### config.mk
export PLATFORM = sky130hd
export DESIGN_NAME = rxh_top
export DESIGN_NICKNAME = d
export VERILOG_FILES = /design/src/design/rxh_pkg.sv /design/src/design/rxh_top.sv /design/src/design/rxh_desc_fifo.sv
export SDC_FILE = /design/constraint.sdc
export NUM_CORES = 1
export LEC_CHECK = 0
export BUFFER_PORTS_ARGS = -buffer_cell sky130_fd_sc_hd__buf_2
export CAP_MARGIN = 15
export CELL_PAD_IN_SITES_DETAIL_PLACEMENT = 1
export CELL_PAD_IN_SITES_GLOBAL_PLACEMENT = 2
export CORE_MARGIN = 2
export CORE_UTILIZATION = 44
export DETAILED_ROUTE_END_ITERATION = 12
export PLACE_DENSITY_LB_ADDON = 0.15
export SYNTH_ARGS = -nofsm -noshare
export SYNTH_HDL_FRONTEND = slang
export SYNTH_SLANG_ARGS = --single-unit
### constraint.sdc
create_clock -name pclk -period 9.45 [get_ports pclk]
set_clock_uncertainty 0.05 [all_clocks]
set_input_delay 0.945 -clock pclk [delete_from_list [all_inputs] [get_ports pclk]]
set_output_delay 0.945 -clock pclk [all_outputs]
set_load 0.005 [all_outputs]
### src/design/rxh_pkg.sv
// constants, register map and types for the receive queue host read path
// What this block does
// - every dma read burst gives one leading dummy byte or word first, which the host throws away.
// - writing one to the receive interrupt clear bit loads the frame tally with the frames pending.
// - reading the frame tally loads header status and header byte count with the first pending frame.
// - once both header registers have been read they advance to the next pending frame.
// - setting bit 3 of the queue control register starts a host dma access to queue data.
// - with bit 14 of the frame data pointer set, each data register read after the dma dummy read steps the queue address, or clears it on a frame release.
// - in big-endian mode the header byte count is shown with its two bytes swapped.
// - writing all ones to the interrupt clear register clears every status bit not set again by a frame in the same cycle.
package rxh_pkg;
  localparam int          ADDR_W            = 12;
  localparam int          IDX_W             = 10;
  localparam int          PTR_W             = 11;
  localparam int          TALLY_W           = 8;
  // register indices; byte address is four times the index
  localparam logic [9:0]  IDX_HDR_STATUS    = 10'h17c;
  localparam logic [9:0]  IDX_HDR_BC        = 10'h17e;
  localparam logic [9:0]  IDX_QCTRL         = 10'h182;
  localparam logic [9:0]  IDX_DATA          = 10'h184;
  localparam logic [9:0]  IDX_FDP           = 10'h186;
  localparam logic [9:0]  IDX_IRQ_EN        = 10'h190;
  localparam logic [9:0]  IDX_IRQ_STATUS    = 10'h192;
  localparam logic [9:0]  IDX_IRQ_CLEAR     = 10'h194;
  localparam logic [9:0]  IDX_CFG           = 10'h196;
  localparam logic [9:0]  IDX_TALLY         = 10'h1b8;
  // field positions
  localparam int          QCTRL_DMA_BIT     = 3;
  localparam int          QCTRL_AUTODEQ_BIT = 4;
  localparam int          FDP_AUTOINC_BIT   = 14;
  localparam int          IRQ_RX_BIT        = 13;
  localparam int          IRQ_OVF_BIT       = 0;
  localparam int          CFG_BUS8_BIT      = 0;
  localparam int          CFG_BIGEND_BIT    = 1;
  localparam int          TALLY_LSB         = 8;
  localparam logic [15:0] CLEAR_ALL         = 16'hffff;
  // reset values and descriptor queue depth
  localparam logic [15:0] QCTRL_RST         = 16'h0000;
  localparam logic [15:0] IRQ_EN_RST        = 16'h0000;
  localparam logic [1:0]  CFG_RST           = 2'h0;
  localparam logic [15:0] DESC_DEPTH        = 16'h0010;

  typedef enum logic [1:0] {
    RXH_DMA_IDLE  = 2'b00,
    RXH_DMA_DUMMY = 2'b01,
    RXH_DMA_DATA  = 2'b11
  } rxh_dma_e;
endpackage

### src/design/rxh_top.sv
// apb register file and host read path of the receive queue
`timescale 1ns/1ps
module rxh_top #(
  parameter int DEPTH = 16
) (
  input  wire logic                        pclk,
  input  wire logic                        presetn,
  input  wire logic                        psel,
  input  wire logic                        penable,
  input  wire logic                        pwrite,
  input  wire logic [rxh_pkg::ADDR_W-1:0]  paddr,
  input  wire logic [31:0]                 pwdata,
  output logic      [31:0]                 prdata,
  output logic                             pready,
  output logic                             pslverr,
  input  wire logic                        frame_valid,
  input  wire logic [15:0]                 frame_status,
  input  wire logic [11:0]                 frame_byte_count,
  output logic                             frame_ready,
  output logic      [rxh_pkg::PTR_W-1:0]   qmem_addr,
  input  wire logic [15:0]                 qmem_rdata,
  output logic                             frame_release,
  output logic                             irq
);
  localparam int CW = $clog2(DEPTH + 1);

  logic [31:0]                prdata_reg;
  logic                       pready_reg;
  logic                       pslverr_reg;
  logic [15:0]                qctrl_reg;
  logic                       autoinc_reg;
  logic [rxh_pkg::PTR_W-1:0]  ptr_reg;
  logic [15:0]                irq_en_reg;
  logic [15:0]                irq_st_reg;
  logic [1:0]                 cfg_reg;
  logic [rxh_pkg::TALLY_W-1:0] tally_reg;
  logic [15:0]                hdr_st_reg;
  logic [15:0]                hdr_bc_reg;
  logic                       st_seen_reg;
  logic                       bc_seen_reg;
  logic                       adv_reg;
  logic                       release_reg;
  logic                       irq_reg;
  logic                       frame_ready_reg;
  rxh_pkg::rxh_dma_e          dma_reg;
  rxh_pkg::rxh_dma_e          dma_next;

  logic                       fifo_full;
  logic                       head_valid;
  logic [27:0]                head_data;
  logic [CW-1:0]              fifo_count;

  function automatic logic hit(input logic [rxh_pkg::ADDR_W-1:0] a, input logic [9:0] idx);
    hit = (a[rxh_pkg::ADDR_W-1:2] == idx) && (a[1:0] == 2'b00);
  endfunction

  // bus phases: no wait state, effects at the completing edge
  wire setup   = psel & ~penable & ~pready_reg;
  wire access  = psel & penable & pready_reg;
  wire wr_acc  = access & pwrite;
  wire rd_acc  = access & ~pwrite;

  wire d_hs    = hit(paddr, rxh_pkg::IDX_HDR_STATUS);
  wire d_hbc   = hit(paddr, rxh_pkg::IDX_HDR_BC);
  wire d_qctl  = hit(paddr, rxh_pkg::IDX_QCTRL);
  wire d_data  = hit(paddr, rxh_pkg::IDX_DATA);
  wire d_fdp   = hit(paddr, rxh_pkg::IDX_FDP);
  wire d_ien   = hit(paddr, rxh_pkg::IDX_IRQ_EN);
  wire d_ist   = hit(paddr, rxh_pkg::IDX_IRQ_STATUS);
  wire d_iclr  = hit(paddr, rxh_pkg::IDX_IRQ_CLEAR);
  wire d_cfg   = hit(paddr, rxh_pkg::IDX_CFG);
  wire d_tally = hit(paddr, rxh_pkg::IDX_TALLY);
  wire mapped  = d_hs | d_hbc | d_qctl | d_data | d_fdp | d_ien | d_ist | d_iclr | d_cfg | d_tally;

  wire bus8    = cfg_reg[rxh_pkg::CFG_BUS8_BIT];
  wire bigend  = cfg_reg[rxh_pkg::CFG_BIGEND_BIT];
  wire dma_on  = qctrl_reg[rxh_pkg::QCTRL_DMA_BIT];
  wire autodeq = qctrl_reg[rxh_pkg::QCTRL_AUTODEQ_BIT];

  wire [15:0] bc_view   = bigend ? {hdr_bc_reg[7:0], hdr_bc_reg[15:8]} : hdr_bc_reg;
  wire [15:0] data_word = bus8 ? {8'h00, (ptr_reg[0] ? qmem_rdata[15:8] : qmem_rdata[7:0])} : qmem_rdata;
  wire [15:0] data_view = (dma_reg == rxh_pkg::RXH_DMA_DATA) ? data_word : 16'h0000;
  wire [15:0] fdp_view  = {1'b0, autoinc_reg, 3'h0, ptr_reg};
  wire [15:0] tally_view = {tally_reg, 8'h00};
  wire [15:0] rdata =
    d_hs    ? hdr_st_reg :
    d_hbc   ? bc_view    :
    d_qctl  ? qctrl_reg  :
    d_data  ? data_view  :
    d_fdp   ? fdp_view   :
    d_ien   ? irq_en_reg :
    d_ist   ? irq_st_reg :
    d_cfg   ? {14'h0000, cfg_reg} :
    d_tally ? tally_view : 16'h0000;

  // data register access and pointer stepping
  wire data_rd   = rd_acc & d_data;
  wire data_take = data_rd & (dma_reg == rxh_pkg::RXH_DMA_DATA);
  wire [rxh_pkg::PTR_W-1:0] step     = bus8 ? 11'h001 : 11'h002;
  wire [rxh_pkg::PTR_W-1:0] ptr_step = ptr_reg + step;
  // aligned frame length: byte count rounded up to a double word
  wire [12:0] aligned_len = (13'(hdr_bc_reg[11:0]) + 13'h0003) & 13'h1ffc;
  wire rel_hit = data_take & autodeq & (13'(ptr_step) >= aligned_len);

  // interrupt status: set wins over clear
  wire [15:0] irq_set = {2'b00, (frame_valid & ~fifo_full), 12'h000, (frame_valid & fifo_full)};
  wire [15:0] irq_clr = (wr_acc & d_iclr) ? pwdata[15:0] : 16'h0000;
  wire [15:0] irq_st_next = (irq_st_reg & ~irq_clr) | irq_set;

  // header registers
  wire tally_rd  = rd_acc & d_tally;
  wire st_seen_n = st_seen_reg | (rd_acc & d_hs);
  wire bc_seen_n = bc_seen_reg | (rd_acc & d_hbc);
  wire both_seen = ~tally_rd & st_seen_n & bc_seen_n;
  wire [27:0] head_view = head_valid ? head_data : 28'h0000000;

  always_comb begin
    dma_next = dma_reg;
    unique case (dma_reg)
      rxh_pkg::RXH_DMA_IDLE:  if (dma_on) dma_next = rxh_pkg::RXH_DMA_DUMMY;
      rxh_pkg::RXH_DMA_DUMMY: if (!dma_on) dma_next = rxh_pkg::RXH_DMA_IDLE;
                              else if (data_rd) dma_next = rxh_pkg::RXH_DMA_DATA;
      rxh_pkg::RXH_DMA_DATA:  if (!dma_on) dma_next = rxh_pkg::RXH_DMA_IDLE;
      default:                dma_next = rxh_pkg::RXH_DMA_IDLE;
    endcase
  end

  rxh_desc_fifo #(
    .W     (28),
    .DEPTH (DEPTH),
    .CW    (CW)
  ) u_desc (
    .pclk       (pclk),
    .presetn    (presetn),
    .push       (frame_valid),
    .push_data  ({frame_byte_count, frame_status}),
    .pop        (both_seen),
    .full       (fifo_full),
    .head_valid (head_valid),
    .head_data  (head_data),
    .count      (fifo_count)
  );

  always_ff @(posedge pclk or negedge presetn) begin
    if (!presetn) begin
      prdata_reg  <= 32'h00000000;
      pready_reg  <= 1'b0;
      pslverr_reg <= 1'b0;
    end else begin
      pready_reg  <= setup;
      pslverr_reg <= setup & ~mapped;
      if (setup) prdata_reg <= (pwrite ? 32'h00000000 : {16'h0000, rdata});
    end
  end

  always_ff @(posedge pclk or negedge presetn) begin
    if (!presetn) begin
      qctrl_reg  <= rxh_pkg::QCTRL_RST;
      irq_en_reg <= rxh_pkg::IRQ_EN_RST;
      cfg_reg    <= rxh_pkg::CFG_RST;
      irq_st_reg <= 16'h0000;
      irq_reg    <= 1'b0;
      dma_reg    <= rxh_pkg::RXH_DMA_IDLE;
      frame_ready_reg <= 1'b1;
    end else begin
      if (wr_acc & d_qctl) qctrl_reg <= pwdata[15:0];
      if (wr_acc & d_ien) irq_en_reg <= pwdata[15:0];
      if (wr_acc & d_cfg) cfg_reg <= pwdata[1:0];
      irq_st_reg <= irq_st_next;
      irq_reg    <= |(irq_st_next & irq_en_reg);
      dma_reg    <= dma_next;
      frame_ready_reg <= ~fifo_full;
    end
  end

  always_ff @(posedge pclk or negedge presetn) begin
    if (!presetn) begin
      ptr_reg     <= '0;
      autoinc_reg <= 1'b0;
      release_reg <= 1'b0;
    end else begin
      release_reg <= rel_hit;
      if (wr_acc & d_fdp) begin
        ptr_reg     <= pwdata[rxh_pkg::PTR_W-1:0];
        autoinc_reg <= pwdata[rxh_pkg::FDP_AUTOINC_BIT];
      end else if (rel_hit) begin
        ptr_reg <= '0;
      end else if (data_take & autoinc_reg) begin
        ptr_reg <= ptr_step;
      end
    end
  end

  always_ff @(posedge pclk or negedge presetn) begin
    if (!presetn) begin
      tally_reg   <= '0;
      hdr_st_reg  <= 16'h0000;
      hdr_bc_reg  <= 16'h0000;
      st_seen_reg <= 1'b0;
      bc_seen_reg <= 1'b0;
      adv_reg     <= 1'b0;
    end else begin
      if (irq_clr[rxh_pkg::IRQ_RX_BIT]) tally_reg <= rxh_pkg::TALLY_W'(fifo_count);
      adv_reg <= both_seen;
      if (tally_rd | adv_reg) begin
        hdr_st_reg <= head_view[15:0];
        hdr_bc_reg <= {4'h0, head_view[27:16]};
      end
      st_seen_reg <= ~tally_rd & ~both_seen & st_seen_n;
      bc_seen_reg <= ~tally_rd & ~both_seen & bc_seen_n;
    end
  end

  assign prdata        = prdata_reg;
  assign pready        = pready_reg;
  assign pslverr       = pslverr_reg;
  assign frame_ready   = frame_ready_reg;
  assign qmem_addr     = ptr_reg;
  assign frame_release = release_reg;
  assign irq           = irq_reg;
endmodule

### src/design/rxh_desc_fifo.sv
// descriptor queue of received frames awaiting the host
`timescale 1ns/1ps
module rxh_desc_fifo #(
  parameter int W     = 28,
  parameter int DEPTH = 16,
  parameter int CW    = $clog2(DEPTH + 1)
) (
  input  wire logic          pclk,
  input  wire logic          presetn,
  input  wire logic          push,
  input  wire logic [W-1:0]  push_data,
  input  wire logic          pop,
  output logic               full,
  output logic               head_valid,
  output logic [W-1:0]       head_data,
  output logic [CW-1:0]      count
);
  localparam int AW = (DEPTH > 1) ? $clog2(DEPTH) : 1;
  logic [W-1:0]  mem [DEPTH];
  logic [AW-1:0] wr_ptr_reg;
  logic [AW-1:0] rd_ptr_reg;
  logic [CW-1:0] count_reg;
  logic [CW-1:0] count_next;
  logic          full_reg;
  wire           do_push = push & ~full_reg;
  wire           do_pop  = pop & (count_reg != '0);

  function automatic logic [AW-1:0] wrap_inc(input logic [AW-1:0] p);
    wrap_inc = (p == AW'(DEPTH - 1)) ? '0 : p + 1'b1;
  endfunction

  assign count_next = count_reg + CW'(do_push) - CW'(do_pop);
  assign full       = full_reg;
  assign count      = count_reg;
  assign head_valid = (count_reg != '0);
  assign head_data  = mem[rd_ptr_reg];

  always_ff @(posedge pclk) begin
    if (do_push) begin
      mem[wr_ptr_reg] <= push_data;
    end
  end

  always_ff @(posedge pclk or negedge presetn) begin
    if (!presetn) begin
      wr_ptr_reg <= '0;
      rd_ptr_reg <= '0;
      count_reg  <= '0;
      full_reg   <= 1'b0;
    end else begin
      if (do_push) wr_ptr_reg <= wrap_inc(wr_ptr_reg);
      if (do_pop) rd_ptr_reg <= wrap_inc(rd_ptr_reg);
      count_reg <= count_next;
      full_reg  <= (count_next == CW'(DEPTH));
    end
  end
endmodule

Word level (Yosys, flattened, before mapping)
Memory sizes are Yosys's and may differ from the RTL's.
Cells that the tools add are included.
{ "classes": {"n_eq_ne": 18, "bitwise_logic": 51, "n_mux": 29, "add_sub_neg": 6, "n_lt_le_gt_ge": 1, "reduce_logical": 16} }
{ "ops": {"columns": ["operator", "count"], "rows": [
  ["two-way mux 16 bit", 12],
  ["equality test 10 x 9 -> 1 bit (second input constant)", 10],
  ["two-way mux 11 bit", 3],
  ["bitwise AND 16 bit", 2],
  ["bitwise AND 1 bit", 28],
  ["two-way mux 28 bit", 1],
  ["two-way mux 13 bit", 2],
  ["NOT 16 bit", 1],
  ["bitwise OR 16 x 14 -> 16 bit", 1],
  ["OR reduction 16 bit", 1],
  ["adder 12 x 2 -> 13 bit (second input constant)", 1],
  [">= comparator 11 x 13 -> 1 bit", 1],
  ["bitwise OR 1 bit", 12],
  ["adder 11 x 2 -> 11 bit", 1],
  ["logical AND 1 bit", 10],
  ["two-way mux 2 bit", 5],
  ["adder 4 x 1 -> 4 bit (second input constant)", 2],
  ["equality test 4 bit (second input constant)", 2],
  ["two-way mux 4 bit", 2],
  ["two-way mux 8 bit", 1],
  ["NOT 1 bit", 7],
  ["case mux 2 bit (3 select lines)", 1],
  ["adder 5 x 1 -> 5 bit", 1],
  ["equality test 5 bit (second input constant)", 1],
  ["other kinds (10)", 13]
]} }
{ "word_totals": {"ram_bits": 448, "inputBits": 94, "out_inout_bits": 48, "n_memories": 1, "reg_bits": 151, "wordCells": 145} }
{ "mem_list": {"columns": ["name", "depth", "word_bits", "read_ports", "rd_ports_with_merged_regs", "wr", "line", "text"], "rows": [
  ["u_desc.mem", 16, 28, 1, 0, 1, "rxh_desc_fifo.sv:19", "logic [W-1:0] mem [DEPTH];"]
]} }

Logic depth before layout (Yosys ltp)
Gate-level depths: netlist of the first run.
{ "logic_depth": {"word_depth": 13, "mapped_depth": 15} }

Hierarchy
A second synthesis of the first run with hierarchy kept.
{ "unflattened": {"hier_cells": 1596, "hier_area_um2": 25074.0} }
{ "modules_own_cells": {"columns": ["mod", "cells_per_inst", "seq_area_each_um2", "area_per_inst_um2", "n_inst"], "rows": [
  ["rxh_desc_fifo", 847, 13803.2, 17951.0, 1],
  ["rxh_top", 749, 3029.2, 7123.1, 1]
]} }

Worst setup path after synthesis of the first run
Ideal clock, no wire load.
{ "synth_path": {"kind": "input -> register", "startpoint": "in paddr[11] (netlist bit)", "endpoint": "reg u_desc.full_reg (netlist: u_desc.full)", "arrival_time_ns": 3.962, "path_buffers": 1, "t_required_ns": 9.299, "setup_time_ns": 0.101, "stages": 14, "path_slack_ns": 5.337, "path_cell_list": "or4b_1 buf_6 nor4_2 a21oi_1 nor4_4 ha_1 inv_1 ha_1 fa_1 a21oi_1 o21bai_1 xnor2_1 nand2b_1 nor4_1"} }
{ "synth_between": {"elab_chain_len": 9} }
{ "synth_rtl": {"columns": ["element", "line", "text"], "rows": [
  ["start: declaration", "rxh_top.sv:11", "input wire logic [rxh_pkg::ADDR_W-1:0] paddr,"],
  ["equality test 10 x 9 -> 1 bit", "rxh_top.sv:54", "hit = (a[rxh_pkg::ADDR_W-1:2] == idx) && (a[1:0] == 2'b00);"],
  ["logical AND 1 bit", "rxh_top.sv:54", null],
  ["bitwise AND 1 bit (on tied branches)", "rxh_top.sv:112, rxh_top.sv:111", null],
  ["bitwise OR 1 bit / NOT 1 bit (equally long branches)", "rxh_top.sv:112, rxh_top.sv:114", null],
  ["bitwise AND 1 bit", "rxh_top.sv:114", "wire both_seen = ~tally_rd & st_seen_n & bc_seen_n;"],
  ["bitwise AND 1 bit (*)", "rxh_top.sv:114", null],
  ["bitwise AND 1 bit (*)", "rxh_desc_fifo.sv:26", "wire do_pop = pop & (count_reg != '0);"],
  ["net u_desc.do_pop", "rxh_desc_fifo.sv:26", null],
  ["subtractor 5 x 1 -> 5 bit (*)", "rxh_desc_fifo.sv:32", "assign count_next = count_reg + CW'(do_push) - CW'(do_pop);"],
  ["net u_desc.count_next[4]", "rxh_desc_fifo.sv:23", "logic [CW-1:0] count_next;"],
  ["equality test 5 bit (*)", "rxh_desc_fifo.sv:54", "full_reg <= (count_next == CW'(DEPTH));"],
  ["end signal: assignment", "rxh_desc_fifo.sv:54", null],
  ["end: declaration", "rxh_desc_fifo.sv:24", "logic full_reg;"]
]} }
Mark *: on every way through the listed nets, which the timed path passes. The rest lies on a longest branch.
A chain may end at the register's enable or synchronous reset.

Worst setup path in the final report of the first run
Ends and elaborated chain as after synthesis.

==> flow_summary.json, run 1 <==
{
  "clock_latency_ns": 0.63,
  "setup.worst_path.start_class": "primary input",
  "worst_setup_path_end_kind": "flip-flop",
  "grt.met3_usage": 0.0343,
  "slew_viol_final": 0,
  "antenna_found_initial": 5,
  "synth.top_cell.area_share": 0.550,
  "cts_buffers": 60,
  "worst_ep_arrival_time_ns": 4.95,
  "setup_violations": 0,
  "cts.sink_count": 583,
  "cts_setup_buffers": 0,
  "fillers": 5145,
  "status": "complete, no violations",
  "seqCellArea_um2": 16800,
  "holdCritPathClass": "in -> async",
  "yosysMostFrequentCell": "edfxtp_1",
  "tightest_slew_ns": 1.13,
  "max-vdd-ir-drop_v": 0.000147,
  "ys_seq_elements": 583,
  "slowest_stage": "or4b_1",
  "yosysTopAreaCell": "edfxtp_1",
  "routabilityCongestion": 0.831,
  "cts_tree": "built",
  "multiInputGateArea_um2": 7190,
  "grt_pass1_wl_um": 95900,
  "critPathTopFamily": "simple AND/OR/NAND/NOR gates",
  "row_count": 86,
  "slew_headroom": 0.248,
  "ios": 142,
  "grtUsageMet2": 0.392,
  "rsz0062_at_grt": "no",
  "drt_pass1_iterations": 7,
  "synth_edf_count": 448,
  "cap_violations": 0,
  "worstSetupPathType": "in -> reg",
  "regMostFlops": "u_desc.mem",
  "grt_usage": 0.229,
  "hpwl_um": 38600,
  "crit_required_ns": 9.90,
  "cts_hold_buf": 0,
  "synthArstFlopShare": 0.232,
  "grt_pass1_vias": 14100,
  "crit_buf_inv": 2,
  "path_max_fanout": 15,
  "dieArea_um2": 57400,
  "h-tree-depth": 2,
  "synth.area.top_cells": "edfxtp_1 (55%), dfrtp_1 (14%), mux4_2 (9.6%)",
  "tns_ns": 0,
  "grt_max_degree": 105,
  "yosysSeqAreaShare": 0.689,
  "syn_to_final_growth_pct": 13.3,
  "power_density_nw_per_um2": 214,
  "fp.dieW_um": 240,
  "wl_um": 64600,
  "finalCriticalPeriod_ns": 4.49,
  "core-area_um2": 55000,
  "post_cts_resized": 0,
  "final_antenna_net_count": 0,
  "via_per_inst": 5.79,
  "crit_path_max_incr_delay_ns": 0.90,
  "cts_root_buf": "clkbuf_16",
  "synth_flop_cell": "edfxtp_1",
  "wl_per_cell_um": 27.6,
  "start_util": 0.445,
  "vias": 13500,
  "initialDrtViolationCount": 994,
  "postSynthAreaPerCell_um2": 17.1,
  "ys_types": 73,
  "fmax_mhz": 222,
  "syn_inst": 1430,
  "crit_chain": "buf_2 -> or4b_1 -> nor4_4 -> a21oi_1 -> nor4_4 -> ha_1 -> inv_1 -> ha_1 -> fa_1 -> a21oi_1 -> o21bai_1 -> xnor2_1 -> nand2b_1 -> nor4_1",
  "power.leakage_nw": 9.78,
  "drive_above_1_share": 0.248,
  "power_mw": 5.91,
  "clk_pin_slew_ns": 0.06,
  "grt_use_met1": 0.307,
  "clk_path_buf_depth": 3,
  "gr-total-overflow": 0,
  "top_usage_layer": "met2",
  "ys.warnings.count": 0,
  "largest_reg_flops": 448,
  "netlist_top_cells_count": "edfxtp_1 (448), dfrtp_1 (134), mux4_2 (104)",
  "hold_viol": 0,
  "finalCritPeriodShare": 0.476,
  "nets": 1657,
  "die_h_um": 240,
  "synth.cell_area_um2": 24400,
  "drcViolationCount": 0,
  "io_buffer_count": 109
}
[cell usage in the layout (no fill, tap or decap), drive strengths merged, types with 5 or more instances in the layout]
master and count:
a211oi 16, a21boi 16, a21o 16, a21oi 30, a221o 8, a221oi 33, a22o 18, a22oi 25
and2 24, and3 13, buf 127, bufinv 7, clkbuf 74, clkinv 25, conb 16, dfrtp 134
edfxtp 448, ha 22, inv 17, mux2 38, mux2i 62, mux4 104, nand2 70, nand2b 6
nand3 19, nor2 36, nor2b 5, nor3 9, nor4 10, o21ai 46, o31ai 10, xnor2 15
xor2 18
[per-layer routing]
layer / wire, um / share of wire
met5: 23 / 0.00036
met4: 1350 / 0.021
met3: 2670 / 0.041
met2: 32700 / 0.51
met1: 27900 / 0.43
[report_power, final]
part           leakage, nW  internal, mW  switching (mW)
registers             5.89          3.00          0.0597
clock network        0.950          1.37           0.991
logic                 2.94         0.149           0.343
total                 9.78          4.52            1.39
[path summary, 6_finish.rpt]
path	slack, ns	endpoint	cells past startpoint	start
max	4.96	u_desc.full	14	paddr[11]
min	0.26	irq_en_reg[14]	1	presetn
max reg2reg	5.57	qmem_addr[8]	12	cfg_reg[0]
min reg2reg	0.39	st_seen_reg	1	bc_seen_reg
max in group asynchronous	7.65	irq	2	presetn
min in group pclk	0.39	st_seen_reg	1	bc_seen_reg
[metrics by stage]
step / utilization / hold slack [ns] / instance area, um2 / std cells / worst slack [ns]
2_1_floorplan: - / 0.333 / 24500 / 1445 / 5.34
3_3_place_gp: 0.468 / 0.373 / 25700 / 2225 / 4.40
3_5_place_dp: 0.468 / 0.378 / 25700 / 2225 / 4.30
4_1_cts: 0.503 / 0.274 / 27700 / 2336 / 4.97
5_1_grt: 0.503 / 0.290 / 27700 / 2337 / 4.66
6_report: 0.504 / 0.258 / 27700 / 2339 / 4.96
[worst register-to-register path: stages (launching register included)]
cell and delay (ns):
dfrtp_1 0.70, inv_1 0.18, ha_1 0.32, a21o_1 0.14
and4_1 0.31, and3_1 0.26, nand3_1 0.12, xnor2_1 0.17
ha_1 0.22, a2111oi_0 0.35, o21ai_0 0.16, o2111a_1 0.47
o31ai_1 0.33
[cell families (layout without fill, tap and decap cells)]
| family | Yosys count | in the layout | synth area share |
|---|---|---|---|
| muxes | 204 | 204 | 0.139 |
| adders and majority gates | 24 | 24 | 0.0129 |
| xor gates and xnor gates | 33 | 33 | 0.0118 |
| other | 1 | 19 | 0.000153 |
| buffers and inverters | 111 | 254 | 0.0225 |
| AOI/OAI and AO/OA | 253 | 253 | 0.0758 |
| DFF | 583 | 583 | 0.689 |
| and+or+nand+nor | 221 | 221 | 0.0495 |
[layout make-up]
cell class	count	area share
timing repair buffer	127	0.0253
clock buffer	74	0.0569
multi-input combinational	751	0.260
antenna	3	0.000271
inverter	16	0.00217
clock inverter	37	0.0139
sequential	583	0.608
tap	748	0.0338
Power figures use the tool's default switching activity.
==> run 2: changes to the inputs <==
==> constraint.sdc (replaced) <==
create_clock -name pclk -period 4.2 [get_ports pclk]
set_clock_uncertainty 0.05 [all_clocks]
set_input_delay 0.42 -clock pclk [delete_from_list [all_inputs] [get_ports pclk]]
set_output_delay 0.42 -clock pclk [all_outputs]
set_load 0.005 [all_outputs]
==> run 2 against run 1 <==
Compared with the run above:
- sequential power rose by 130%
- critical path depth shrank 1
- design area grew 1.4%
- total power is 130% higher
- first-iteration DRC count fell by 2.0%
- global-route usage is 0.26 points higher
- final cell count is 1.3% higher
- via count grew 1.4%
- largest cell class unchanged
- largest power group unchanged
- highest routed layer unchanged
==> flow_summary.json, run 2 (synthesized netlist as in run 1, its figures left out) <==
{
  "fmax_mhz": 291,
  "fin_ws_ns": 0.761,
  "final_cell_mix": "edfxtp_1 (448), dfrtp_1 (132), buf_2 (108)",
  "holdWs_ns": 0.0647,
  "drt_pass1_iterations": 5,
  "ios": 142,
  "nets": 1688,
  "worst_setup_path_end_kind": "flip-flop",
  "antenna_found_initial": 5,
  "worstSetupPathType": "reg -> reg",
  "slew_headroom": 0.265,
  "start_util": 0.445,
  "clock_latency_ns": 0.64,
  "power.leakage_nw": 9.97,
  "final_antenna_net_count": 0,
  "drcViolationCount": 0,
  "tns_ns": 0,
  "row_count": 86,
  "setup.worst_path.start_class": "flip-flop",
  "path_max_fanout": 12,
  "die_h_um": 240,
  "setup_violations": 0,
  "h-tree-depth": 2,
  "io_buffer_count": 109,
  "cts_buffers": 61,
  "clk_path_buf_depth": 3,
  "cts.sink_count": 583,
  "finalCriticalPeriod_ns": 3.44,
  "power_mw": 13.6,
  "regMostFlops": "u_desc.mem",
  "drive_above_1_share": 0.260,
  "max-vdd-ir-drop_v": 0.000500,
  "initialDrtViolationCount": 974,
  "wl_um": 65700,
  "dieArea_um2": 57400,
  "rsz0062_at_grt": "no",
  "post_cts_resized": 0,
  "cts_root_buf": "clkbuf_16",
  "largest_reg_flops": 448,
  "vias": 13700,
  "slew_viol_final": 0,
  "layout_commonest_cell": "edfxtp_1",
  "grt_usage": 0.232,
  "power_density_nw_per_um2": 486,
  "finalCritPeriodShare": 0.819,
  "grt_pass1_vias": 14400,
  "cap_violations": 0,
  "core-area_um2": 55000,
  "r2r_start": "cfg_reg[0]",
  "dp_slack_ns": 0.407,
  "fp.dieW_um": 240,
  "clk_pin_slew_ns": 0.06,
  "via_per_inst": 5.80,
  "worst_ep_arrival_time_ns": 3.87,
  "gr-total-overflow": 0,
  "insertedDiodeCount": 0,
  "worstSetupStartpoint": "cfg_reg[0]",
  "hpwl_um": 41100,
  "holdCritPathClass": "in -> reg",
  "hp-start": "pwdata[14]",
  "hold_viol": 0,
  "routabilityCongestion": 0.840,
  "crit_required_ns": 4.63,
  "grt_max_degree": 82,
  "syn_to_final_growth_pct": 14.9,
  "grt_pass1_wl_um": 96600,
  "wl_per_cell_um": 27.7,
  "status": "complete, no violations",
  "tightest_slew_ns": 1.10,
  "cts_tree": "built"
}
run 2: final cells by class:
class | instances | area, um2
timing repair buffer | 157 | 985
multi-input combinational | 751 | 7170
fill | 5151 | 26900
sequential | 583 | 16800
clock buffer | 74 | 1610
clock inverter | 40 | 478
inverter | 16 | 60.1
tap | 748 | 936
run 2: power by group:
part	leakage (nW)	switching [mW]	internal, mW	total [mW]
logic	3.08	0.776	0.350	1.13
registers	5.89	0.143	6.74	6.89
clock network	1.00	2.29	3.33	5.63
run 2: through the flow:
step	std cells	area [um2]	utilization
5_1_grt	2369	28100	0.511
6_report	2369	28100	0.511
3_3_place_gp	2246	25900	0.471
3_5_place_dp	2246	25900	0.471
2_1_floorplan	1445	24500	-
4_1_cts	2369	28100	0.511
run 2: path summary, 6_finish.rpt:
path | cells after the start | endpoint | slack [ns]
max reg2reg | 13 | qmem_addr[1] | 0.76
min reg2reg | 1 | bc_seen_reg | 0.40
min in group asynchronous | 2 | irq_st_reg[0] | 0.30
min | 3 | autoinc_reg | 0.06
max in group asynchronous | 3 | qmem_addr[1] | 2.75
max | 13 | qmem_addr[1] | 0.76
run 2: what timing repair did:
action | in CTS | in global routing
endpoints found under the hold margin | 76 | 0
hold buffers | 9 | 0
buffers inserted | 0 | 0
run 2: per-layer routing:
| layer | vias up | track usage | share of wire |
|---|---|---|---|
| li1 | 6008 | - | - |
| met1 | 7230 | 0.305 | 0.42 |
| met2 | 365 | 0.390 | 0.49 |
| met3 | 129 | 0.0395 | 0.047 |
| met4 | 6 | 0.0824 | 0.037 |
| met5 | - | 0 | 0.00047 |
run 2: critical path: stages, from the launching register on:
cell,delay [ns]
dfrtp_1,0.46
inv_1,0.12
ha_1,0.29
a21o_1,0.14
and4_1,0.26
and3_1,0.25
nand3_1,0.11
xnor2_1,0.16
ha_1,0.29
o21a_1,0.12
nor2_1,0.04
nor4b_1,0.27
o2111a_1,0.56
o31ai_1,0.16
==> run 3: changes to the inputs <==
--- a/config.mk
+++ b/config.mk
@@ -10,7 +10,7 @@
 export CELL_PAD_IN_SITES_DETAIL_PLACEMENT = 1
 export CELL_PAD_IN_SITES_GLOBAL_PLACEMENT = 2
 export CORE_MARGIN = 2
-export CORE_UTILIZATION = 44
+export CORE_UTILIZATION = 41
 export DETAILED_ROUTE_END_ITERATION = 12
 export PLACE_DENSITY_LB_ADDON = 0.15
 export SYNTH_ARGS = -nofsm -noshare
==> constraint.sdc (replaced) <==
create_clock -name pclk -period 3.06 [get_ports pclk]
set_clock_uncertainty 0.05 [all_clocks]
set_input_delay 0.306 -clock pclk [delete_from_list [all_inputs] [get_ports pclk]]
set_output_delay 0.306 -clock pclk [all_outputs]
set_load 0.005 [all_outputs]
==> run 3 against run 2 <==
Compared with the run above:
- sequential power increased by 37%
- critical path type unchanged
- critical path depth is 1 lower
- die area grew 7.2%
- clock-buffer cell count decreased by 5
- clock power is 37% higher
- largest power group unchanged
- design area increased by 4.3%
- largest cell class unchanged
- the run now ends with setup timing left
- utilization down 1.4 points
- combinational power is 58% higher
==> flow_summary.json, run 3 (synthesized netlist as in run 1, its figures left out) <==
{
  "core-area_um2": 59000,
  "status": "finished with violations",
  "placed_area_um2": 26600,
  "power.leakage_nw": 10.6,
  "fillers": 5575,
  "grtUsageMet2": 0.393,
  "crit_path_max_incr_delay_ns": 0.43,
  "antenna_found_initial": 2,
  "rr_worst_depth": 12,
  "vias": 14300,
  "worst_ep_arrival_time_ns": 3.54,
  "grt_pass1_vias": 15200,
  "nets": 1792,
  "cp_common_cell": "ha_1",
  "holdCritPathClass": "in -> reg",
  "fmax_mhz": 323,
  "power_density_nw_per_um2": 646,
  "cts_tree": "built",
  "crit_required_ns": 3.50,
  "drive_above_1_share": 0.300,
  "hold_end": "u_desc.mem[10][9]",
  "tightest_slew_ns": 0.792,
  "crit_buf_inv": 0,
  "power_mw": 18.9,
  "initialDrtViolationCount": 1095,
  "syn_to_final_growth_pct": 19.8,
  "dieArea_um2": 61600,
  "finalCriticalPeriod_ns": 3.10,
  "layout_commonest_cell": "edfxtp_1",
  "largest_reg_flops": 448,
  "finalCritPeriodShare": 1.01,
  "slowest_stage": "dfrtp_1",
  "final_cell_area_um2": 29300,
  "drt_pass1_iterations": 5,
  "clk_pin_slew_ns": 0.06,
  "wl_per_cell_um": 28.1,
  "final_antenna_net_count": 0,
  "grt.met3_usage": 0.0315,
  "fp.dieW_um": 248,
  "final_cell_mix": "edfxtp_1 (448), dfrtp_1 (132), buf_2 (108)",
  "top_usage_layer": "met2",
  "cts_buffers": 61,
  "reg2reg_to": "qmem_addr[4]",
  "clk_path_buf_depth": 3,
  "rsz0062_at_grt": "yes",
  "worstSetupPathType": "reg -> reg",
  "cap_violations": 0,
  "hold_viol": 0,
  "wl_um": 70100,
  "cts_root_buf": "clkbuf_16",
  "grt_use_met1": 0.319,
  "gr-total-overflow": 0,
  "via_per_inst": 5.72,
  "r2r_start": "qmem_addr[1]",
  "crit_chain": "ha_1 -> a21o_1 -> and4_1 -> and3_4 -> nand3_4 -> xnor2_2 -> ha_1 -> o21a_1 -> nor2_2 -> nor4b_4 -> o2111a_2 -> o31ai_1",
  "slew_headroom": 0.470,
  "die_h_um": 248,
  "critPathTopFamily": "simple AND/OR/NAND/NOR gates",
  "grt_max_degree": 74,
  "ff2ff_setup_slack_ns": -0.04,
  "setup_violations": 8,
  "row_count": 89,
  "violations": "setup timing",
  "hp-start": "frame_status[9]",
  "clock_latency_ns": 0.62,
  "grt_usage": 0.231,
  "drcViolationCount": 0,
  "slew_viol_final": 0,
  "hpwl_um": 43900,
  "start_util": 0.414,
  "regMostFlops": "u_desc.mem",
  "worst_setup_path_end_kind": "flip-flop",
  "max-vdd-ir-drop_v": 0.000524,
  "cts.sink_count": 583,
  "h-tree-depth": 2,
  "setup.worst_path.start_class": "flip-flop",
  "min_path_cells": 1,
  "routabilityCongestion": 0.860,
  "fin_ws_ns": -0.0387,
  "ios": 142,
  "dp_slack_ns": -0.292,
  "grt_pass1_wl_um": 103000,
  "io_buffer_count": 109,
  "path_max_fanout": 6
}
[run 3: cell types whose count changed in the layout (fill, tap and decap cells not counted), sizes merged]
cell         previous run  this run
o2111a                  1         2
dlygate4sd3             9        46
clkinvlp                6         4
clkinv                 24        30
clkbuf                 74        69
diode                   0         1
buf                   148       214
inv                    16        17
[run 3: layout make-up]
class / instances / area [um2] / share of cell area
clock inverter: 45 / 485 / 0.0166
inverter: 16 / 60.1 / 0.00205
tap: 773 / 967 / 0.0330
multi-input combinational: 752 / 7320 / 0.250
clock buffer: 69 / 1580 / 0.0539
sequential: 583 / 16800 / 0.575
antenna: 1 / 2.50 / 0.0000855
timing repair buffer: 260 / 2030 / 0.0693
[run 3: worst register-to-register path, cell delays in order, from the launching register on]
cell and delay, ns:
dfrtp_1 0.43, ha_1 0.30, a21o_1 0.12, and4_1 0.22, and3_4 0.23, nand3_4 0.09, xnor2_2 0.16, ha_1 0.29
o21a_1 0.14, nor2_2 0.06, nor4b_4 0.36, o2111a_2 0.41, o31ai_1 0.11
[run 3: worst max path at each step]
stage / start / slack [ns] / end / cells past startpoint
2_1_floorplan: paddr[11] / -0.21 / u_desc.full / 14
3_3_place_gp: paddr[11] / -0.17 / u_desc.full / 14
3_5_place_dp: paddr[11] / -0.29 / u_desc.full / 15
4_1_cts: qmem_addr[0] / 0.004 / qmem_addr[8] / 11
5_1_grt: qmem_addr[1] / -0.15 / qmem_addr[5] / 12
6_report: qmem_addr[1] / -0.04 / qmem_addr[4] / 12
[run 3: what timing repair did]
action	CTS	global route
cloned	1	0
pin swaps	7	14
setup buffers	0	2
hold endpoints to repair	461	0
hold buffers	46	0
gates resized for setup	8	17
setup endpoints to repair	12	13
[run 3: metrics by stage]
step                      utilization  setup TNS (ns)  hold slack (ns)  std cells
final                           0.496          -0.170           0.0348       2499
after global routing            0.496           -1.54           0.0141       2499
after CTS                       0.494               0          0.00596       2496
after detailed placement        0.451           -1.65            0.274       2335
after global placement          0.451          -0.669            0.269       2335
after floorplan                     -          -0.223          -0.0396       1445
[run 3: routing by layer]
metal	part of all wire	up-vias
met4	0.020	2
li1	-	6198
met5	0.00010	-
met3	0.043	101
met2	0.50	357
met1	0.44	7639
[run 3: power breakdown]
group          internal [mW]  switching [mW]
Combinational          0.634            1.15
Sequential              9.24           0.200
Clock                   4.53            3.16
